===== src/design/pmp_defines.vh =====
`ifndef PMP_DEFINES_VH
`define PMP_DEFINES_VH

// Processor-side register offsets
`define PMP_OFS_MBOX0        8'h20
`define PMP_OFS_MBOX1        8'h21
`define PMP_OFS_MBOX2        8'h22
`define PMP_OFS_STATUS       8'h23
`define PMP_OFS_CONTROL      8'h24

// Host-side two-bit address codes
`define PMP_HADDR_MBOX0      2'b00
`define PMP_HADDR_MBOX2      2'b10
`define PMP_HADDR_STATUS     2'b11

// port_status layout
`define PMP_ST_IRQ           7
`define PMP_ST_ATTN          6
`define PMP_ST_OUT_FULL_LSB  3
`define PMP_ST_IN_FULL_LSB   0
`define PMP_STATUS_RESET     8'h00

// port_control layout
`define PMP_CT_PRIO_LSB      0
`define PMP_CT_PRIO_MSB      1
`define PMP_CT_ENABLE        2
`define PMP_CT_WMASK         8'h1f
`define PMP_CONTROL_RESET    8'h00

// Interrupt vector offset in the internal vector table
`define PMP_IRQ_VECTOR       12'h080

// Boot mode pin code that boots through this port
`define PMP_BOOT_PORT        2'b01

// Sync reset pattern: {alt_cs_n, cs_n, wr_n, rd_n, addr[1:0]}
`define PMP_CTL_SYNC_RESET   6'h3c

`endif


===== src/design/pmp_pin_sync.v =====
`timescale 1ns/1ps
`default_nettype none

module pmp_pin_sync #(
  parameter       W   = 8,
  parameter [W-1:0] RST = {W{1'b0}}
) (
  input  wire         i_ref_clk,
  input  wire         i_resetn,
  input  wire [W-1:0] i_d,
  output wire [W-1:0] o_q
);

  genvar g;
  generate
    for (g = 0; g < W; g = g + 1) begin : g_bit
      reg meta_q;
      reg sync_q;
      always @(posedge i_ref_clk or negedge i_resetn) begin
        if (!i_resetn) begin
          meta_q <= RST[g];
          sync_q <= RST[g];
        end else begin
          meta_q <= i_d[g];
          sync_q <= meta_q;
        end
      end
      assign o_q[g] = sync_q;
    end
  endgenerate

endmodule // pmp_pin_sync

`default_nettype wire


===== src/design/pmp_mailbox_bank.v =====
`timescale 1ns/1ps
`default_nettype none

// Three mailbox bytes: one writer, one reader
module pmp_mailbox_bank (
  input  wire       i_ref_clk,
  input  wire       i_resetn,
  input  wire       i_wr,
  input  wire [1:0] i_wr_idx,
  input  wire [7:0] i_wr_data,
  input  wire [1:0] i_rd_idx,
  output wire [7:0] o_rd_data
);

  reg [7:0] mem_q [0:2];
  integer   k;

  // Data bytes have no defined reset; cleared anyway for clean sims
  always @(posedge i_ref_clk or negedge i_resetn) begin
    if (!i_resetn) begin
      for (k = 0; k < 3; k = k + 1) begin
        mem_q[k] <= 8'h00;
      end
    end else if (i_wr && (i_wr_idx != 2'b11)) begin
      mem_q[i_wr_idx] <= i_wr_data;
    end
  end

  assign o_rd_data = (i_rd_idx == 2'b11) ? 8'h00 : mem_q[i_rd_idx];

endmodule // pmp_mailbox_bank

`default_nettype wire


===== src/design/pmp_mailbox_port.v =====
`timescale 1ns/1ps
`default_nettype none
`include "pmp_defines.vh"

module pmp_mailbox_port (
  input  wire       i_ref_clk,
  input  wire       i_resetn,
  // Processor register port
  input  wire [7:0] i_cpu_addr,
  input  wire       i_cpu_wr,
  input  wire       i_cpu_rd,
  input  wire [7:0] i_cpu_wdata,
  output wire [7:0] o_cpu_rdata,
  output wire       o_cpu_irq,
  output wire [1:0] o_irq_priority,
  output wire [11:0] o_irq_vector,
  // Boot straps
  input  wire [1:0] i_boot_mode_pins,
  output wire       o_boot_active,
  // Host pins
  input  wire [7:0] i_host_data_bus,
  output wire [7:0] o_host_data_bus,
  output wire       o_host_data_oe_n,
  input  wire [1:0] i_host_addr_bus,
  input  wire       i_host_read_strobe_n,
  input  wire       i_host_write_strobe_n,
  input  wire       i_host_chip_select_n,
  input  wire       i_alt_host_chip_select_n,
  output wire       o_attention_n,
  output wire       o_port_pins_owned
);

  // Synchronised host pins
  wire [5:0] ctl_s;
  wire [7:0] data_s;
  wire [1:0] addr_s;
  wire       rd_n_s;
  wire       wr_n_s;
  wire       cs_n_s;
  wire       alt_cs_n_s;

  pmp_pin_sync #(
    .W   (6),
    .RST (`PMP_CTL_SYNC_RESET)
  ) u_ctl_sync (
    .i_ref_clk (i_ref_clk),
    .i_resetn  (i_resetn),
    .i_d       ({i_alt_host_chip_select_n, i_host_chip_select_n,
                 i_host_write_strobe_n, i_host_read_strobe_n, i_host_addr_bus}),
    .o_q       (ctl_s)
  );

  pmp_pin_sync #(
    .W   (8),
    .RST (8'h00)
  ) u_data_sync (
    .i_ref_clk (i_ref_clk),
    .i_resetn  (i_resetn),
    .i_d       (i_host_data_bus),
    .o_q       (data_s)
  );

  assign addr_s     = ctl_s[1:0];
  assign rd_n_s     = ctl_s[2];
  assign wr_n_s     = ctl_s[3];
  assign cs_n_s     = ctl_s[4];
  assign alt_cs_n_s = ctl_s[5];

  // Registers
  reg [7:0]  control_q;
  reg [2:0]  in_full_q;
  reg [2:0]  out_full_q;
  reg        irq_pend_q;
  reg        attn_q;
  reg        rd_prev_q;
  reg        wr_prev_q;
  reg        rd_act_q;
  reg        wr_act_q;
  reg [1:0]  wr_addr_q;
  reg [7:0]  data_last_q;
  reg [7:0]  host_dout_q;
  reg        host_oe_n_q;
  reg [7:0]  cpu_rdata_q;
  reg        cpu_irq_q;
  reg [1:0]  irq_prio_q;
  reg [11:0] irq_vec_q;
  reg        attn_n_q;
  reg        owned_q;
  reg        boot_taken_q;
  reg        boot_q;

  wire [7:0] in_rd_data;
  wire [7:0] out_rd_data;
  wire [7:0] status;
  wire       port_en;
  wire       host_sel;
  wire       host_rd_start;
  wire       host_wr_start;
  wire       host_wr_commit;
  wire       host_rd_end;
  wire       host_access;
  wire       cpu_hit_mbox;
  wire       cpu_hit_status;
  wire       cpu_hit_control;
  wire       cpu_access;
  wire [1:0] cpu_idx;
  wire       host_wr_mbox;
  wire       cpu_wr_mbox;
  wire       cpu_rd_mbox;
  wire       host_rd_mbox;

  // Boot straps override the enable bit
  assign port_en  = control_q[`PMP_CT_ENABLE] | boot_q;
  assign host_sel = port_en & (~cs_n_s | ~alt_cs_n_s);

  assign host_rd_start  = host_sel & rd_prev_q & ~rd_n_s;
  assign host_rd_end    = rd_act_q & rd_n_s;
  assign host_wr_start  = host_sel & wr_prev_q & ~wr_n_s;
  // Select may drop with the strobe, so the start latches it
  assign host_wr_commit = wr_act_q & wr_n_s;
  assign host_access    = host_rd_start | host_wr_commit;

  assign cpu_hit_mbox    = (i_cpu_addr >= `PMP_OFS_MBOX0) && (i_cpu_addr <= `PMP_OFS_MBOX2);
  assign cpu_hit_status  = (i_cpu_addr == `PMP_OFS_STATUS);
  assign cpu_hit_control = (i_cpu_addr == `PMP_OFS_CONTROL);
  assign cpu_idx         = i_cpu_addr[1:0];
  assign cpu_access      = (i_cpu_wr | i_cpu_rd) & (cpu_hit_mbox | cpu_hit_status);

  assign host_wr_mbox = host_wr_commit & (wr_addr_q != `PMP_HADDR_STATUS);
  assign host_rd_mbox = host_rd_start & (addr_s != `PMP_HADDR_STATUS);
  assign cpu_wr_mbox  = i_cpu_wr & cpu_hit_mbox;
  assign cpu_rd_mbox  = i_cpu_rd & cpu_hit_mbox;

  // Input direction: host writes, processor reads
  pmp_mailbox_bank u_in_bank (
    .i_ref_clk (i_ref_clk),
    .i_resetn  (i_resetn),
    .i_wr      (host_wr_mbox),
    .i_wr_idx  (wr_addr_q),
    .i_wr_data (data_last_q),
    .i_rd_idx  (cpu_idx),
    .o_rd_data (in_rd_data)
  );

  // Output direction: processor writes, host reads
  pmp_mailbox_bank u_out_bank (
    .i_ref_clk (i_ref_clk),
    .i_resetn  (i_resetn),
    .i_wr      (cpu_wr_mbox),
    .i_wr_idx  (cpu_idx),
    .i_wr_data (i_cpu_wdata),
    .i_rd_idx  (addr_s),
    .o_rd_data (out_rd_data)
  );

  // Bits may change between host samples; pollers must read twice
  assign status = {irq_pend_q, attn_q, out_full_q, in_full_q};

  // Host strobe tracking
  always @(posedge i_ref_clk or negedge i_resetn) begin
    if (!i_resetn) begin
      rd_prev_q   <= 1'b1;
      wr_prev_q   <= 1'b1;
      rd_act_q    <= 1'b0;
      wr_act_q    <= 1'b0;
      wr_addr_q   <= 2'b00;
      data_last_q <= 8'h00;
    end else begin
      rd_prev_q   <= rd_n_s;
      wr_prev_q   <= wr_n_s;
      // Last data seen while the write strobe was still low
      data_last_q <= data_s;
      if (host_rd_start) begin
        rd_act_q  <= 1'b1;
      end else if (host_rd_end) begin
        rd_act_q  <= 1'b0;
      end
      if (host_wr_start) begin
        wr_act_q  <= 1'b1;
        wr_addr_q <= addr_s;
      end else if (host_wr_commit) begin
        wr_act_q  <= 1'b0;
      end
    end
  end

  // Host read data and bus drive
  always @(posedge i_ref_clk or negedge i_resetn) begin
    if (!i_resetn) begin
      host_dout_q <= 8'h00;
      host_oe_n_q <= 1'b1;
    end else begin
      if (host_rd_start) begin
        if (addr_s == `PMP_HADDR_STATUS) begin
          host_dout_q <= status;
        end else begin
          host_dout_q <= out_rd_data;
        end
      end
      // Drive only inside a selected read
      host_oe_n_q <= ~((host_rd_start | rd_act_q) & ~rd_n_s & port_en);
    end
  end

  // Full flags: a set in the same cycle beats the clear
  genvar g;
  generate
    for (g = 0; g < 3; g = g + 1) begin : g_flag
      wire in_set;
      wire in_clr;
      wire out_set;
      wire out_clr;
      assign in_set  = host_wr_mbox & (wr_addr_q == g);
      assign in_clr  = cpu_rd_mbox & (cpu_idx == g);
      assign out_set = cpu_wr_mbox & (cpu_idx == g);
      assign out_clr = host_rd_mbox & (addr_s == g);
      always @(posedge i_ref_clk or negedge i_resetn) begin
        if (!i_resetn) begin
          in_full_q[g]  <= 1'b0;
          out_full_q[g] <= 1'b0;
        end else begin
          if (in_set) begin
            in_full_q[g] <= 1'b1;
          end else if (in_clr) begin
            in_full_q[g] <= 1'b0;
          end
          if (out_set) begin
            out_full_q[g] <= 1'b1;
          end else if (out_clr) begin
            out_full_q[g] <= 1'b0;
          end
        end
      end
    end
  endgenerate

  // Interrupt and attention: set wins over any clearing access
  always @(posedge i_ref_clk or negedge i_resetn) begin
    if (!i_resetn) begin
      irq_pend_q <= 1'b0;
      attn_q     <= 1'b0;
    end else begin
      if (host_wr_mbox && (wr_addr_q == `PMP_HADDR_MBOX0)) begin
        irq_pend_q <= 1'b1;
      end else if (host_access || cpu_access) begin
        irq_pend_q <= 1'b0;
      end
      if (cpu_wr_mbox && (i_cpu_addr == `PMP_OFS_MBOX0)) begin
        attn_q <= 1'b1;
      end else if (host_access || cpu_access) begin
        attn_q <= 1'b0;
      end
    end
  end

  // Control register and processor read data
  always @(posedge i_ref_clk or negedge i_resetn) begin
    if (!i_resetn) begin
      control_q   <= `PMP_CONTROL_RESET;
      cpu_rdata_q <= 8'h00;
    end else begin
      if (i_cpu_wr && cpu_hit_control) begin
        control_q <= i_cpu_wdata & `PMP_CT_WMASK;
      end
      if (i_cpu_rd) begin
        if (cpu_hit_mbox) begin
          cpu_rdata_q <= in_rd_data;
        end else if (cpu_hit_status) begin
          cpu_rdata_q <= status;
        end else if (cpu_hit_control) begin
          cpu_rdata_q <= control_q;
        end else begin
          cpu_rdata_q <= 8'h00;
        end
      end
    end
  end

  // Strap capture on the first edge after reset release
  always @(posedge i_ref_clk or negedge i_resetn) begin
    if (!i_resetn) begin
      boot_taken_q <= 1'b0;
      boot_q       <= 1'b0;
    end else if (!boot_taken_q) begin
      boot_taken_q <= 1'b1;
      boot_q       <= (i_boot_mode_pins == `PMP_BOOT_PORT);
    end
  end

  // Registered outputs
  always @(posedge i_ref_clk or negedge i_resetn) begin
    if (!i_resetn) begin
      cpu_irq_q  <= 1'b0;
      irq_prio_q <= 2'b00;
      irq_vec_q  <= 12'h000;
      attn_n_q   <= 1'b1;
      owned_q    <= 1'b0;
    end else begin
      irq_prio_q <= control_q[`PMP_CT_PRIO_MSB:`PMP_CT_PRIO_LSB];
      // Priority 0 means the interrupt is disabled
      cpu_irq_q  <= irq_pend_q & (control_q[`PMP_CT_PRIO_MSB:`PMP_CT_PRIO_LSB] != 2'b00);
      irq_vec_q  <= `PMP_IRQ_VECTOR;
      attn_n_q   <= ~attn_q;
      owned_q    <= port_en;
    end
  end

  assign o_cpu_rdata      = cpu_rdata_q;
  assign o_cpu_irq        = cpu_irq_q;
  assign o_irq_priority   = irq_prio_q;
  assign o_irq_vector     = irq_vec_q;
  assign o_boot_active    = boot_q;
  assign o_host_data_bus  = host_dout_q;
  assign o_host_data_oe_n = host_oe_n_q;
  assign o_attention_n    = attn_n_q;
  assign o_port_pins_owned = owned_q;

endmodule // pmp_mailbox_port

`default_nettype wire


===== config.mk =====
export PLATFORM = sky130hd
export DESIGN_NAME = pmp_mailbox_port
export DESIGN_NICKNAME = d
export VERILOG_FILES = /design/src/design/pmp_pin_sync.v /design/src/design/pmp_mailbox_bank.v /design/src/design/pmp_mailbox_port.v
export VERILOG_INCLUDE_DIRS = /design/src /design/src/design
export SDC_FILE = /design/constraint.sdc
export NUM_CORES = 1
export LEC_CHECK = 0
export BUFFER_PORTS_ARGS = -buffer_cell sky130_fd_sc_hd__buf_4
export CORE_ASPECT_RATIO = 0.7
export CORE_MARGIN = 3
export CORE_UTILIZATION = 56
export CTS_BUF_LIST = sky130_fd_sc_hd__clkbuf_4 sky130_fd_sc_hd__clkbuf_8
export DETAILED_ROUTE_END_ITERATION = 8
export GPL_ROUTABILITY_DRIVEN = 0
export PLACE_DENSITY = 0.8
export SLEW_MARGIN = 20
export SYNTH_ARGS = -nofsm -noshare
export SYNTH_HDL_FRONTEND = slang
export SYNTH_HIERARCHICAL = 1
export SYNTH_SLANG_ARGS = --single-unit

===== constraint.sdc =====
create_clock -name i_ref_clk -period 3.12 [get_ports i_ref_clk]
set_clock_uncertainty 0.15 [all_clocks]
set_input_delay 0.156 -clock i_ref_clk [delete_from_list [all_inputs] [get_ports i_ref_clk]]
set_output_delay 0.156 -clock i_ref_clk [all_outputs]
set_load 0.02 [all_outputs]

# Yosys cells after proc, flatten, opt, wreduce, memory -nomap -nowiden
# Index checks and enable logic that the tools add are counted.
op_classes:
  n_mux: 36
  multipliers: 0
  n_bitwise: 42
  n_addsub: 0
  order_cmp: 7
  n_shift: 0
  div_mod_pow: 0
  n_eq_ne: 15
  reduce_logical: 23
ops:
  columns: ["cell", "n"]
  rows:
  - ["$mux W8", 10]
  - ["$bwmux W24", 2]
  - ["$bmux W8 S2", 2]
  - ["$demux W8 S2", 2]
  - ["$and A1 B1 Y1", 27]
  - ["$eq A8 B6 Y1 const B", 3]
  - ["$reduce_bool A2 Y1", 11]
  - ["$mux W1", 19]
  - ["$eq A2 B2 Y1 const B", 5]
  - ["$ge A3 B3 Y1 const B", 3]
  - ["$not A2 Y3", 3]
  - ["$eq A2 B1 Y1 const B", 4]
  - ["$ge A8 B6 Y1 const B", 1]
  - ["$le A8 B6 Y1 const B", 1]
  - ["$logic_and A1 B1 Y1", 8]
  - ["$logic_not A2 Y1", 3]
  - ["$lt A3 B1 Y1 const B", 2]
  - ["$ne A2 B2 Y1 const B", 3]
  - ["$not A1 Y1", 6]
  - ["$or A1 B1 Y1", 6]
  - ["$mux W5", 1]
  - ["$logic_or A1 B1 Y1", 1]
totals:
  ff_bits: 127
  ramBits: 0
  memories: 0
  wordCells: 181
  romBits: 0
  latch_bits: 0

# Logic depth before layout (Yosys ltp)
# Gate-level depths: netlist of run 1.
depth:
  word_depth: 9
  depth_mapped: 7

# Modules after synthesis
# The synthesis of run 1 kept the hierarchy.
by_module_without_submodules:
  columns: ["mod", "n_inst", "cells_per_inst", "seq_area_each_um2", "area_each_um2"]
  rows:
  - ["pmp_mailbox_port", 1, 196, 1281.2, 2363.5]
  - ["pmp_mailbox_bank", 2, 71, 600.6, 1083.5]
  - ["pmp_pin_sync at u_data_sync", 1, 24, 400.4, 460.4]
  - ["pmp_pin_sync at u_ctl_sync", 1, 18, 310.3, 355.3]

# Worst setup path after synthesis of run 1
# Ideal clock, no wire load.
synth_timing:
  path_kind: "reg-to-reg"
  startpoint: "reg u_ctl_sync.g_bit[3].sync_q"
  endpoint: "reg u_in_bank/mem_q[16] (netlist bit)"
  arrival_ps: 1709
  stages_incl_launch_ff: 6
  t_required_ps: 2845
  slack_ps: 1136
  cell_sequence: "dfstp_2 buf_4 nand2_1 a21oi_1 nor3b_4 mux2_2"
synth_via:
  elab_chain_len: 3
synth_lines:
  columns: ["element", "line_no", "source"]
  rows:
  - ["start: declaration", "pmp_pin_sync.v:18", "reg sync_q;"]
  - ["start signal: assignment", "pmp_pin_sync.v:22", "sync_q <= RST[g];"]
  - ["start signal: assignment", "pmp_pin_sync.v:25", "sync_q <= meta_q;"]
  - ["$and A1 B1 Y1", "pmp_mailbox_port.v:120", "assign host_wr_commit = wr_act_q & wr_n_s;"]
  - ["$and A1 B1 Y1", "pmp_mailbox_port.v:129", "assign host_wr_mbox = host_wr_commit & (wr_addr_q != `PMP_HADDR_STATUS);"]
  - ["net host_wr_mbox", "pmp_mailbox_port.v:107", "wire host_wr_mbox;"]
  - ["$logic_and A1 B1 Y1", "pmp_mailbox_bank.v:24", "end else if (i_wr && (i_wr_idx != 2'b11)) begin"]
  - ["end signal: indexed assignment", "pmp_mailbox_bank.v:25", "mem_q[i_wr_idx] <= i_wr_data;"]
  - ["end: declaration", "pmp_mailbox_bank.v:15", "reg [7:0] mem_q [0:2];"]
# The timed path passes the listed nets, and every way through them passes these cells.
# A chain may end at the register's enable or synchronous reset.

# Worst setup path after layout of run 1
layout_timing:
  startpoint: "in i_cpu_addr[3]"
  endpoint: "reg u_out_bank/mem_q[17] (netlist bit)"
layout_via:
  elab_chain_len: 4
  elab_cells_between_ends: 5
layout_lines:
  columns: ["element", "line_no", "source"]
  rows:
  - ["start: declaration", "pmp_mailbox_port.v:9", "input wire [7:0] i_cpu_addr,"]
  - ["$ge A8 B6 Y1 (no source line) / $le A8 B6 Y1 (equally long branches)", null, null]
  - ["$logic_and A1 B1 Y1 *", "pmp_mailbox_port.v:123", "assign cpu_hit_mbox = (i_cpu_addr >= `PMP_OFS_MBOX0) && (i_cpu_addr <= `PMP_OFS_MBOX2);"]
  - ["$and A1 B1 Y1 *", "pmp_mailbox_port.v:131", "assign cpu_wr_mbox = i_cpu_wr & cpu_hit_mbox;"]
  - ["net cpu_wr_mbox", "pmp_mailbox_port.v:108", "wire cpu_wr_mbox;"]
  - ["$logic_and A1 B1 Y1 *", "pmp_mailbox_bank.v:24", null]
  - ["end signal: indexed assignment", "pmp_mailbox_bank.v:25", null]
  - ["end: declaration", "pmp_mailbox_bank.v:15", null]
# Mark *: on every way through the listed nets, which the timed path passes. The rest lies on a longest branch.

==> results of run 1 <==
cells by family (layout without fill, tap and decap cells):
logic type	count (synthesis)	count (layout)	share of synthesized area
simple gates	70	70	0.09830
flops	127	127	0.5972
other cells	2	12	0.001405
buf+inv	49	134	0.05476
mux	90	90	0.1858
compound gates	42	42	0.06249
power by group:
part	internal (W)	total (W)	switching, W
clock network	0.000914	0.00156	0.000647
logic	0.000300	0.000523	0.000224
registers	0.00186	0.00201	0.000152
worst paths after layout:
kind	from	to	slack (ns)
worst max-delay path	i_cpu_addr[3]	u_out_bank/mem_q[17]	0.77
worst min-delay path	i_resetn	u_in_bank/mem_q[5]	0.10
worst max register to register	rd_prev_q	o_host_data_bus[3]	0.93
worst min register to register	u_data_sync/g_bit[1].sync_q	data_last_q[1]	0.20
max in group asynchronous	i_resetn	o_attention_n	1.98
min in group i_ref_clk	i_cpu_addr[0]	out_full_q[1]	0.10
flip-flops by register name, indices dropped and copies added (netlist names), 2 cells and up:
name                      cells
u_data_sync/g_bit.sync_q      8
u_ctl_sync/g_bit.sync_q       6
control_q                     5
o_host_data_bus               8
u_out_bank/mem_q             24
data_last_q                   8
out_full_q                    3
u_in_bank/mem_q              24
wr_addr_q                     2
o_irq_priority                2
u_data_sync/g_bit.meta_q      8
in_full_q                     3
u_ctl_sync/g_bit.meta_q       6
o_cpu_rdata                   8
placed cells by master, fill, tap and decap left out, types with 6 or more instances in the layout:
master,count
buf_4,60
clkbuf_8,19
conb_1,12
dfrtp_1,115
dfstp_2,12
dlygate4sd3_1,32
inv_1,9
mux2_2,74
mux2i_1,16
nand2_1,7
nor2b_1,6
nor3b_1,12
o2bb2ai_1,16
cell type report:
| class | instances | area, um2 |
|---|---|---|
| clock inverter | 13 | 187.7 |
| sequential | 127 | 3193 |
| fill | 614 | 2660 |
| timing repair buffer | 93 | 790.8 |
| inverter | 9 | 33.78 |
| multi-input combinational | 214 | 1898 |
| clock buffer | 19 | 261.5 |
| tap | 124 | 155.1 |
layer usage:
layer / GRT usage / vias to the layer above / part of all wire
met5: 0 / - / 0
met2: 0.3342 / 79 / 0.47
met1: 0.2902 / 1679 / 0.46
li1: - / 1513 / -
met3: 0.06585 / 14 / 0.048
met4: 0.07012 / 0 / 0.014
per-stage QoR:
stage / util / total power (W) / cells
6_report: 0.7102 / 0.004094 / 599
5_1_grt: 0.7102 / 0.004282 / 599
4_1_cts: 0.7102 / 0.004125 / 599
3_5_place_dp: 0.6264 / 0.002530 / 535
3_3_place_gp: 0.6264 / 0.002497 / 535
2_1_floorplan: - / 0.002342 / 390
critical path, stage by stage:
cell and delay, ns:
dlygate4sd3_1 0.54, buf_4 0.14, nor3_2 0.39, nand2_1 0.09, nor2_1 0.24, nor3b_4 0.55, mux2_2 0.41
==> results.py, run 1 <==
metrics = {
    "timing": {
        "achievable-frequency_mhz": 425.8,
        "final_period_minus_worst_setup_slack_ns": 2.348,
        "timing.max_slew.rel_slack": 0.5382,
        "timing.hold.ws_ns": 0.1025,
        "final_min_period_over_clock_period": 0.7527,
        "setup_tns_ns": 0,
        "final_critical_path_setup_slack_ns": 0.7717,
        "hold_violation_total_from_the_final_report": 0,
        "unrepaired_setup_endpoints_after_global_routing": "no",
        "drv_slew": 0,
        "timing.final.setup_violations": 0,
        "timing_worst_slew_pin_value_ns": 0.6913,
    },
    "synth": {
        "yosysUniqueCellTypes": 46,
        "synth_most_common_cell": "dfrtp_1",
        "synthFlopType": "dfrtp_1",
        "netlist.area_leader.share": 0.5383,
        "yosysTopAreaCell": "dfrtp_1",
        "synth.cells.most_frequent": "115 x dfrtp_1, 74 x mux2_2, 26 x buf_4",
        "ys.warnings.count": 6,
        "number_of_enable_type_register_cells_in_the_synthesized_netlist": 0,
        "synthCells": 380,
        "synth.area.top_cells": "dfrtp_1 54%, mux2_2 16%, dfstp_2 5.9%",
        "postSynthAreaPerCell_um2": 14.07,
        "ff_latch_count_synth": 127,
        "mappedNetlistArea_um2": 5346,
        "async_reset_ff_frac": 1.000,
        "yosysSeqAreaShare": 0.5972,
    },
    "grt": {
        "grt_overflow_total": 0,
        "grt_first_pass_wirelength_um": 17130,
        "number_of_global_route_vias_before_repair": 3330,
        "globalRouteTotalUtil": 0.2140,
        "initial_antenna_violation_count": 0,
        "maximum_number_of_pins_on_one_net_before_global_route_repair": 60,
    },
    "setup_path": {
        "worstSetupPathType": "input port to flop",
        "worst_setup_path_start_kind": "input port",
        "worst-endpoint-required_ns": 3.30,
        "crit_fanout": 8,
        "timing.critical_path.arrival_ns": 2.53,
        "rr_worst_depth": 3,
        "setup_crit_end_kind": "flop",
    },
    "clock_tree": {
        "cts.sinks": 127,
        "clk_root_buffer_cell": "clkbuf_8",
        "numCtsBuffers": 17,
        "cts_setup_buffers": 0,
        "post_cts_hold_buffer_count": 32,
        "tritoncts": "built",
        "htreeDepth": 4,
        "resized_gates_after_cts": 0,
        "clk_pin_slew_ns": 0.08,
        "worstSkewPairLatency_ns": 0.44,
        "cts.path.max_buffers": 2,
    },
    "place": {
        "dpl_cell_area_um2": 5751,
        "place_ws_ns": 0.9019,
        "io_buffers": 59,
        "dp.final_hpwl_um": 7124,
    },
    "layout": {
        "final_nets": 498,
        "final_layout_size_suffix_gt1_frac": 0.4021,
        "insertedDiodeCount": 0,
        "layout.cell_area.non_filler_um2": 6520,
        "post_synthesis_to_final_layout_area_growth_pct": 21.95,
    },
    "die": {
        "initial_core_util": 0.5824,
        "core-area_um2": 9180,
        "die-height_um": 87.75,
        "ioPinCount": 71,
        "fp.dieW_um": 122.8,
        "overall_die_area_um2": 10770,
        "row_count": 29,
    },
    "route": {
        "wire_per_inst_um": 17.48,
        "avgViaCountPerCell": 5.484,
        "antenna_left": 0,
        "total_via_count_after_detailed_routing": 3285,
        "drt_pre_antenna_iters": 4,
        "first_iter_violations": 252,
        "finalWirelength_um": 10470,
        "post-route-drc-count": 0,
    },
    "pwr": {
        "worst_ir_drop_vdd_mv": 0.4221,
        "power.density_nw_per_um2": 627.9,
        "total_leakage_power_nw": 3.084,
    },
    "run": {
        "cap_viol_max_count": 0,
    },
    "run_status": {
        "status": "complete, no violations",
    },
    "worst_hold_path": {
        "hold_path.class": "input port to async pin",
    },
}
(Power assumes the default switching activity.)
==> run 2, diff against run 1 <==
==> constraint.sdc (replaced) <==
create_clock -name i_ref_clk -period 2.45 [get_ports i_ref_clk]
set_clock_uncertainty 0.15 [all_clocks]
set_input_delay 0.1225 -clock i_ref_clk [delete_from_list [all_inputs] [get_ports i_ref_clk]]
set_output_delay 0.1225 -clock i_ref_clk [all_outputs]
set_load 0.02 [all_outputs]
==> run 2 against run 1 <==
First-iteration DRC count decreased by 19%. Register-to-register slack worse by 0.60 ns. Wire length rose by 0.68%. Critical endpoint is now u_out_bank/mem_q[23]. Design area up 0.46%. Clock power increased by 21%. Sequential power increased by 27%. Clock-buffer cell count up 7. Hold slack got worse by 0.048 ns.
==> results.py, run 2 (synthesis gave the netlist of run 1 again) <==
metrics = {
    "run_status": {
        "status": "complete, no violations",
    },
    "layout": {
        "final_nets": 505,
        "multi_input_gate_area_in_the_final_layout_um2": 1898,
        "leading_cell_type_in_the_layout_fill_and_taps_excluded": "dfrtp_1",
        "post_synthesis_to_final_layout_area_growth_pct": 22.51,
        "final_layout_size_suffix_gt1_frac": 0.4066,
        "reg_top3": "u_in_bank/mem_q (24), u_out_bank/mem_q (24)",
        "insertedDiodeCount": 0,
        "nFillCells": 606,
        "most-common-layout-cells": "115 x dfrtp_1, 74 x mux2_2, 65 x buf_4",
        "area.sequential_um2": 3193,
    },
    "clock_tree": {
        "cts.path.max_buffers": 2,
        "cts.sinks": 127,
        "worstSkewPairLatency_ns": 0.43,
        "tritoncts": "built",
        "clk_pin_slew_ns": 0.07,
        "htreeDepth": 4,
        "cts_setup_buffers": 0,
        "resized_gates_after_cts": 0,
        "numCtsBuffers": 17,
        "clk_root_buffer_cell": "clkbuf_8",
        "post_cts_hold_buffer_count": 34,
    },
    "pwr": {
        "total_leakage_power_nw": 3.118,
        "p_sw_w": 0.001230,
        "power.density_nw_per_um2": 782.0,
        "pwr-share-seq": 0.499,
        "totalPowerFinal_w": 0.005122,
        "combPwrFrac": 0.134,
        "switching_share_of_power": 0.2400,
        "power.internal_w": 0.003893,
        "pwr-share-clk": 0.368,
        "worst_ir_drop_vdd_mv": 0.5550,
    },
    "die": {
        "die-height_um": 87.75,
        "overall_die_area_um2": 10770,
        "fp.dieW_um": 122.8,
        "core-area_um2": 9180,
        "row_count": 29,
        "initial_core_util": 0.5824,
        "ioPinCount": 71,
    },
    "grt": {
        "grt_first_pass_wirelength_um": 17540,
        "grt_overflow_total": 0,
        "globalRouteTotalUtil": 0.2193,
        "number_of_global_route_vias_before_repair": 3488,
        "initial_antenna_violation_count": 0,
        "maximum_number_of_pins_on_one_net_before_global_route_repair": 43,
    },
    "route": {
        "wire_per_inst_um": 17.40,
        "post-route-drc-count": 0,
        "first_iter_violations": 203,
        "total_via_count_after_detailed_routing": 3304,
        "drt_pre_antenna_iters": 5,
        "finalWirelength_um": 10540,
        "avgViaCountPerCell": 5.452,
        "antenna_left": 0,
    },
    "setup_path": {
        "cp-startpoint": "i_cpu_addr[3]",
        "critical_path_depth": 7,
        "worst-path-buf-inv": 2,
        "crit_fanout": 8,
        "timing.critical_path.arrival_ns": 2.48,
        "critical_path.reg2reg.endpoint": "u_in_bank/mem_q[23]",
        "rrSetupSlack_ns": 0.33,
        "worst_setup_path_start_kind": "input port",
        "slowest_stage": "dlygate4sd3_1",
        "worstPathCellList": "dlygate4sd3_1 > buf_4 > nor3_2 > nand2_1 > nor2_1 > nor3b_4 > mux2_2",
        "cp-endpoint": "u_out_bank/mem_q[23]",
        "setup_crit_end_kind": "flop",
        "worstSetupPathType": "input port to flop",
        "cpPeakStageDelay_ns": 0.55,
        "rr_worst_depth": 4,
        "timing.rr.start": "u_ctl_sync/g_bit[3].sync_q",
        "worst-endpoint-required_ns": 2.62,
        "timing.critical_path.max_delay_family": "simple AND/OR/NAND/NOR gates",
    },
    "timing": {
        "timing.max_slew.rel_slack": 0.5284,
        "achievable-frequency_mhz": 431.6,
        "unrepaired_setup_endpoints_after_global_routing": "no",
        "hold_violation_total_from_the_final_report": 0,
        "timing_worst_slew_pin_value_ns": 0.7060,
        "drv_slew": 0,
        "timing.final.setup_violations": 0,
        "final_min_period_over_clock_period": 0.9456,
        "setup_tns_ns": 0,
        "final_period_minus_worst_setup_slack_ns": 2.317,
    },
    "run": {
        "cap_viol_max_count": 0,
    },
    "worst_hold_path": {
        "hold_path.class": "input port to async pin",
    },
    "place": {
        "dp.final_hpwl_um": 7092,
        "io_buffers": 59,
    },
}
[run 2: how the worst min path moves through the flow]
stage	start	to	slack (ns)	cells past startpoint
after floorplan	i_resetn	attn_q	-0.32	0
after global placement	i_resetn	u_data_sync/g_bit[5].sync_q	-0.02	1
after detailed placement	i_resetn	u_data_sync/g_bit[5].sync_q	-0.02	1
after CTS	i_resetn	data_last_q[5]	0.06	2
after global routing	i_resetn	u_data_sync/g_bit[5].sync_q	0.09	2
final	i_resetn	u_data_sync/g_bit[5].sync_q	0.05	2
[run 2: power groups by stage]
stage / combinational, W / sequential (W) / clock (W)
2_1_floorplan: 0.000440 / 0.00254 / 0
3_3_place_gp: 0.000613 / 0.00258 / 0
3_5_place_dp: 0.000641 / 0.00259 / 0
4_1_cts: 0.000688 / 0.00255 / 0.00192
5_1_grt: 0.000758 / 0.00259 / 0.00202
6_report: 0.000685 / 0.00255 / 0.00188
[run 2: area by class of cell]
type | count | area share
Clock buffer | 26 | 0.04795
Timing Repair Buffer | 100 | 0.1295
Sequential cell | 127 | 0.4875
Multi-Input combinational cell | 214 | 0.2898
Inverter | 9 | 0.005158
Clock inverter | 6 | 0.01643
Tap cell | 124 | 0.02369
[run 2: through the flow]
stage	area (um2)	instances	util	hold WS, ns	worst slack (ns)
after floorplan	5384	390	-	-0.3231	0.4664
after global placement	5788	540	0.6305	-0.02038	0.4134
after detailed placement	5788	540	0.6305	-0.01644	0.3023
after CTS	6550	606	0.7135	0.05903	0.2040
after global routing	6550	606	0.7135	0.09078	0.02635
final	6550	606	0.7135	0.05492	0.1332
[run 2: worst reg2reg max path, stage by stage (launching register included)]
cell     delay [ns]
dfstp_2        0.55
nand2_1        0.14
a21oi_1        0.30
nor3b_4        0.49
mux2_2         0.39
[run 2: layer usage]
metal,GRT usage,part of all wire,vias up
li1,-,-,1534
met1,0.2941,0.45,1674
met2,0.3361,0.48,88
met3,0.07941,0.066,8
met4,0.07317,0.0083,0
met5,0,0,-
==> run 3, diff against run 2 <==
--- a/config.mk
+++ b/config.mk
@@ -14,6 +14,7 @@
 export DETAILED_ROUTE_END_ITERATION = 8
 export GPL_ROUTABILITY_DRIVEN = 0
 export PLACE_DENSITY = 0.8
+export SETUP_SLACK_MARGIN = 0.4
 export SLEW_MARGIN = 20
 export SYNTH_ARGS = -nofsm -noshare
 export SYNTH_HDL_FRONTEND = slang
==> run 3 against run 2 <==
Non-clock buffer count up 1. Largest power group unchanged. Sequential power hardly changed. Wire length increased by 3.1%. Hold slack improved by 0.0087 ns. Die area is the same. Via count grew 0.88%. Sequential cell count stayed put. Cell count rose by 0.17%.
==> results.py, run 3 (synthesis gave the netlist of run 1 again) <==
metrics = {
    "grt": {
        "number_of_global_route_vias_before_repair": 3479,
        "grt-busiest-layer": "met2",
        "grt_overflow_total": 0,
        "grt_use_met2": 0.3426,
        "initial_antenna_violation_count": 0,
        "globalRouteTotalUtil": 0.2221,
        "grt_util_met3": 0.06714,
        "grt_first_pass_wirelength_um": 17800,
        "maximum_number_of_pins_on_one_net_before_global_route_repair": 43,
        "gr-usage-met1": 0.3053,
    },
    "pwr": {
        "total_leakage_power_nw": 3.134,
        "totalPowerFinal_w": 0.005147,
        "p_sw_w": 0.001240,
        "power.internal_w": 0.003907,
        "pwr-share-clk": 0.366,
        "combPwrFrac": 0.137,
        "pwr-share-seq": 0.497,
        "switching_share_of_power": 0.2409,
        "worst_ir_drop_vdd_mv": 0.5582,
        "power.density_nw_per_um2": 780.1,
    },
    "clock_tree": {
        "clk_pin_slew_ns": 0.07,
        "cts.sinks": 127,
        "numCtsBuffers": 17,
        "cts.path.max_buffers": 2,
        "htreeDepth": 4,
        "clk_root_buffer_cell": "clkbuf_8",
        "tritoncts": "built",
        "worstSkewPairLatency_ns": 0.42,
    },
    "layout": {
        "final_nets": 506,
        "final_layout_size_suffix_gt1_frac": 0.4203,
        "post_synthesis_to_final_layout_area_growth_pct": 23.40,
        "insertedDiodeCount": 0,
        "leading_cell_type_in_the_layout_fill_and_taps_excluded": "dfrtp_1",
        "layout.cell_area.non_filler_um2": 6598,
        "nFillCells": 602,
        "reg_top3": "u_in_bank/mem_q (24), u_out_bank/mem_q (24)",
        "final_core_utilization": 0.7187,
        "final_cells": 607,
        "most-common-layout-cells": "114 x dfrtp_1, 74 x mux2_2, 65 x buf_4",
    },
    "setup_path": {
        "critical_path.reg2reg.endpoint": "u_in_bank/mem_q[23]",
        "worstPathCellList": "buf_4 > dlygate4sd3_1 > or3_1 > o41ai_2 > dlygate4sd3_1 > nand2b_1",
        "crit_fanout": 3,
        "setup_crit_end_kind": "flop",
        "cpPeakStageDelay_ns": 0.59,
        "worstSetupPathType": "input port to flop",
        "rrSetupSlack_ns": 0.52,
        "timing.rr.start": "u_ctl_sync/g_bit[3].sync_q",
        "cp-startpoint": "i_cpu_addr[7]",
        "cp_common_cell": "dlygate4sd3_1",
        "worst_setup_path_start_kind": "input port",
        "rr_worst_depth": 5,
        "slowest_stage": "dlygate4sd3_1",
        "timing.critical_path.max_delay_family": "buffers and inverters",
        "worst-path-buf-inv": 3,
        "worst-endpoint-required_ns": 2.61,
        "timing.critical_path.arrival_ns": 2.12,
    },
    "route": {
        "first_iter_violations": 205,
        "wire_per_inst_um": 17.91,
        "antenna_left": 0,
        "total_via_count_after_detailed_routing": 3333,
        "finalWirelength_um": 10870,
        "post-route-drc-count": 0,
        "drt_pre_antenna_iters": 4,
        "avgViaCountPerCell": 5.491,
    },
    "run": {
        "cap_viol_max_count": 0,
    },
    "die": {
        "die-height_um": 87.75,
        "initial_core_util": 0.5824,
        "ioPinCount": 71,
        "fp.dieW_um": 122.8,
        "row_count": 29,
        "core-area_um2": 9180,
        "overall_die_area_um2": 10770,
    },
    "timing": {
        "timing_worst_slew_pin_value_ns": 0.7039,
        "setup_tns_ns": 0,
        "drv_slew": 0,
        "timing.max_slew.rel_slack": 0.5297,
        "hold_violation_total_from_the_final_report": 0,
        "unrepaired_setup_endpoints_after_global_routing": "yes",
        "final_period_minus_worst_setup_slack_ns": 1.958,
        "achievable-frequency_mhz": 510.8,
        "final_min_period_over_clock_period": 0.7991,
        "timing.final.setup_violations": 0,
    },
    "place": {
        "dp.final_hpwl_um": 7092,
        "placed_cells_incl_taps": 540,
        "io_buffers": 59,
        "dpl_cell_area_um2": 5788,
    },
    "run_status": {
        "status": "complete, no violations",
    },
    "worst_hold_path": {
        "hold_path.class": "input port to async pin",
    },
}
## run 3: layout make-up
class                           count  area (um2)  share of cell area
Inverter                            9       33.78            0.005120
Timing Repair Buffer              101       878.3              0.1331
Multi-Input combinational cell    214        1914              0.2902
Clock inverter                      6       107.6             0.01631
Sequential cell                   127        3194              0.4842
Tap cell                          124       155.1             0.02352
Clock buffer                       26       314.1             0.04760
## run 3: metrics by stage
stage	setup WS [ns]	hold WS, ns
after global placement	0.4134	-0.02038
after detailed placement	0.3023	-0.01644
after floorplan	0.4664	-0.3231
after CTS	0.4125	0.01135
final	0.4921	0.06364
after global routing	0.3932	0.05997
## run 3: worst max-delay path by stage
| stage | cells past startpoint | end | slack (ns) |
|---|---|---|---|
| finish | 6 | in_full_q[0] | 0.49 |
| global route | 5 | u_in_bank/mem_q[23] | 0.39 |
| CTS | 7 | u_out_bank/mem_q[23] | 0.41 |
| detailed placement | 6 | u_out_bank/mem_q[23] | 0.30 |
| global placement | 4 | u_in_bank/mem_q[20] | 0.41 |
| floorplan | 5 | u_in_bank/mem_q[16] | 0.47 |
## run 3: per-layer routing
metal	share of wire	vias up
li1	-	1532
met1	0.45	1692
met2	0.47	99
met3	0.061	10
met4	0.013	0
met5	0	-
## run 3: power groups by stage
stage	Combinational (W)	Clock, W	Sequential [W]
floorplan	0.000440	0	0.00254
global placement	0.000613	0	0.00258
detailed placement	0.000641	0	0.00259
CTS	0.000699	0.00192	0.00255
global route	0.000780	0.00203	0.00259
finish	0.000706	0.00188	0.00256
## run 3: repair_timing
action | 4_1_cts | 5_1_grt
setup buffers | 1 | 1
setup endpoints to repair | 8 | 35
hold buffers | 33 | 0
hold endpoints to repair | 147 | 0
resized for setup | 0 | 5
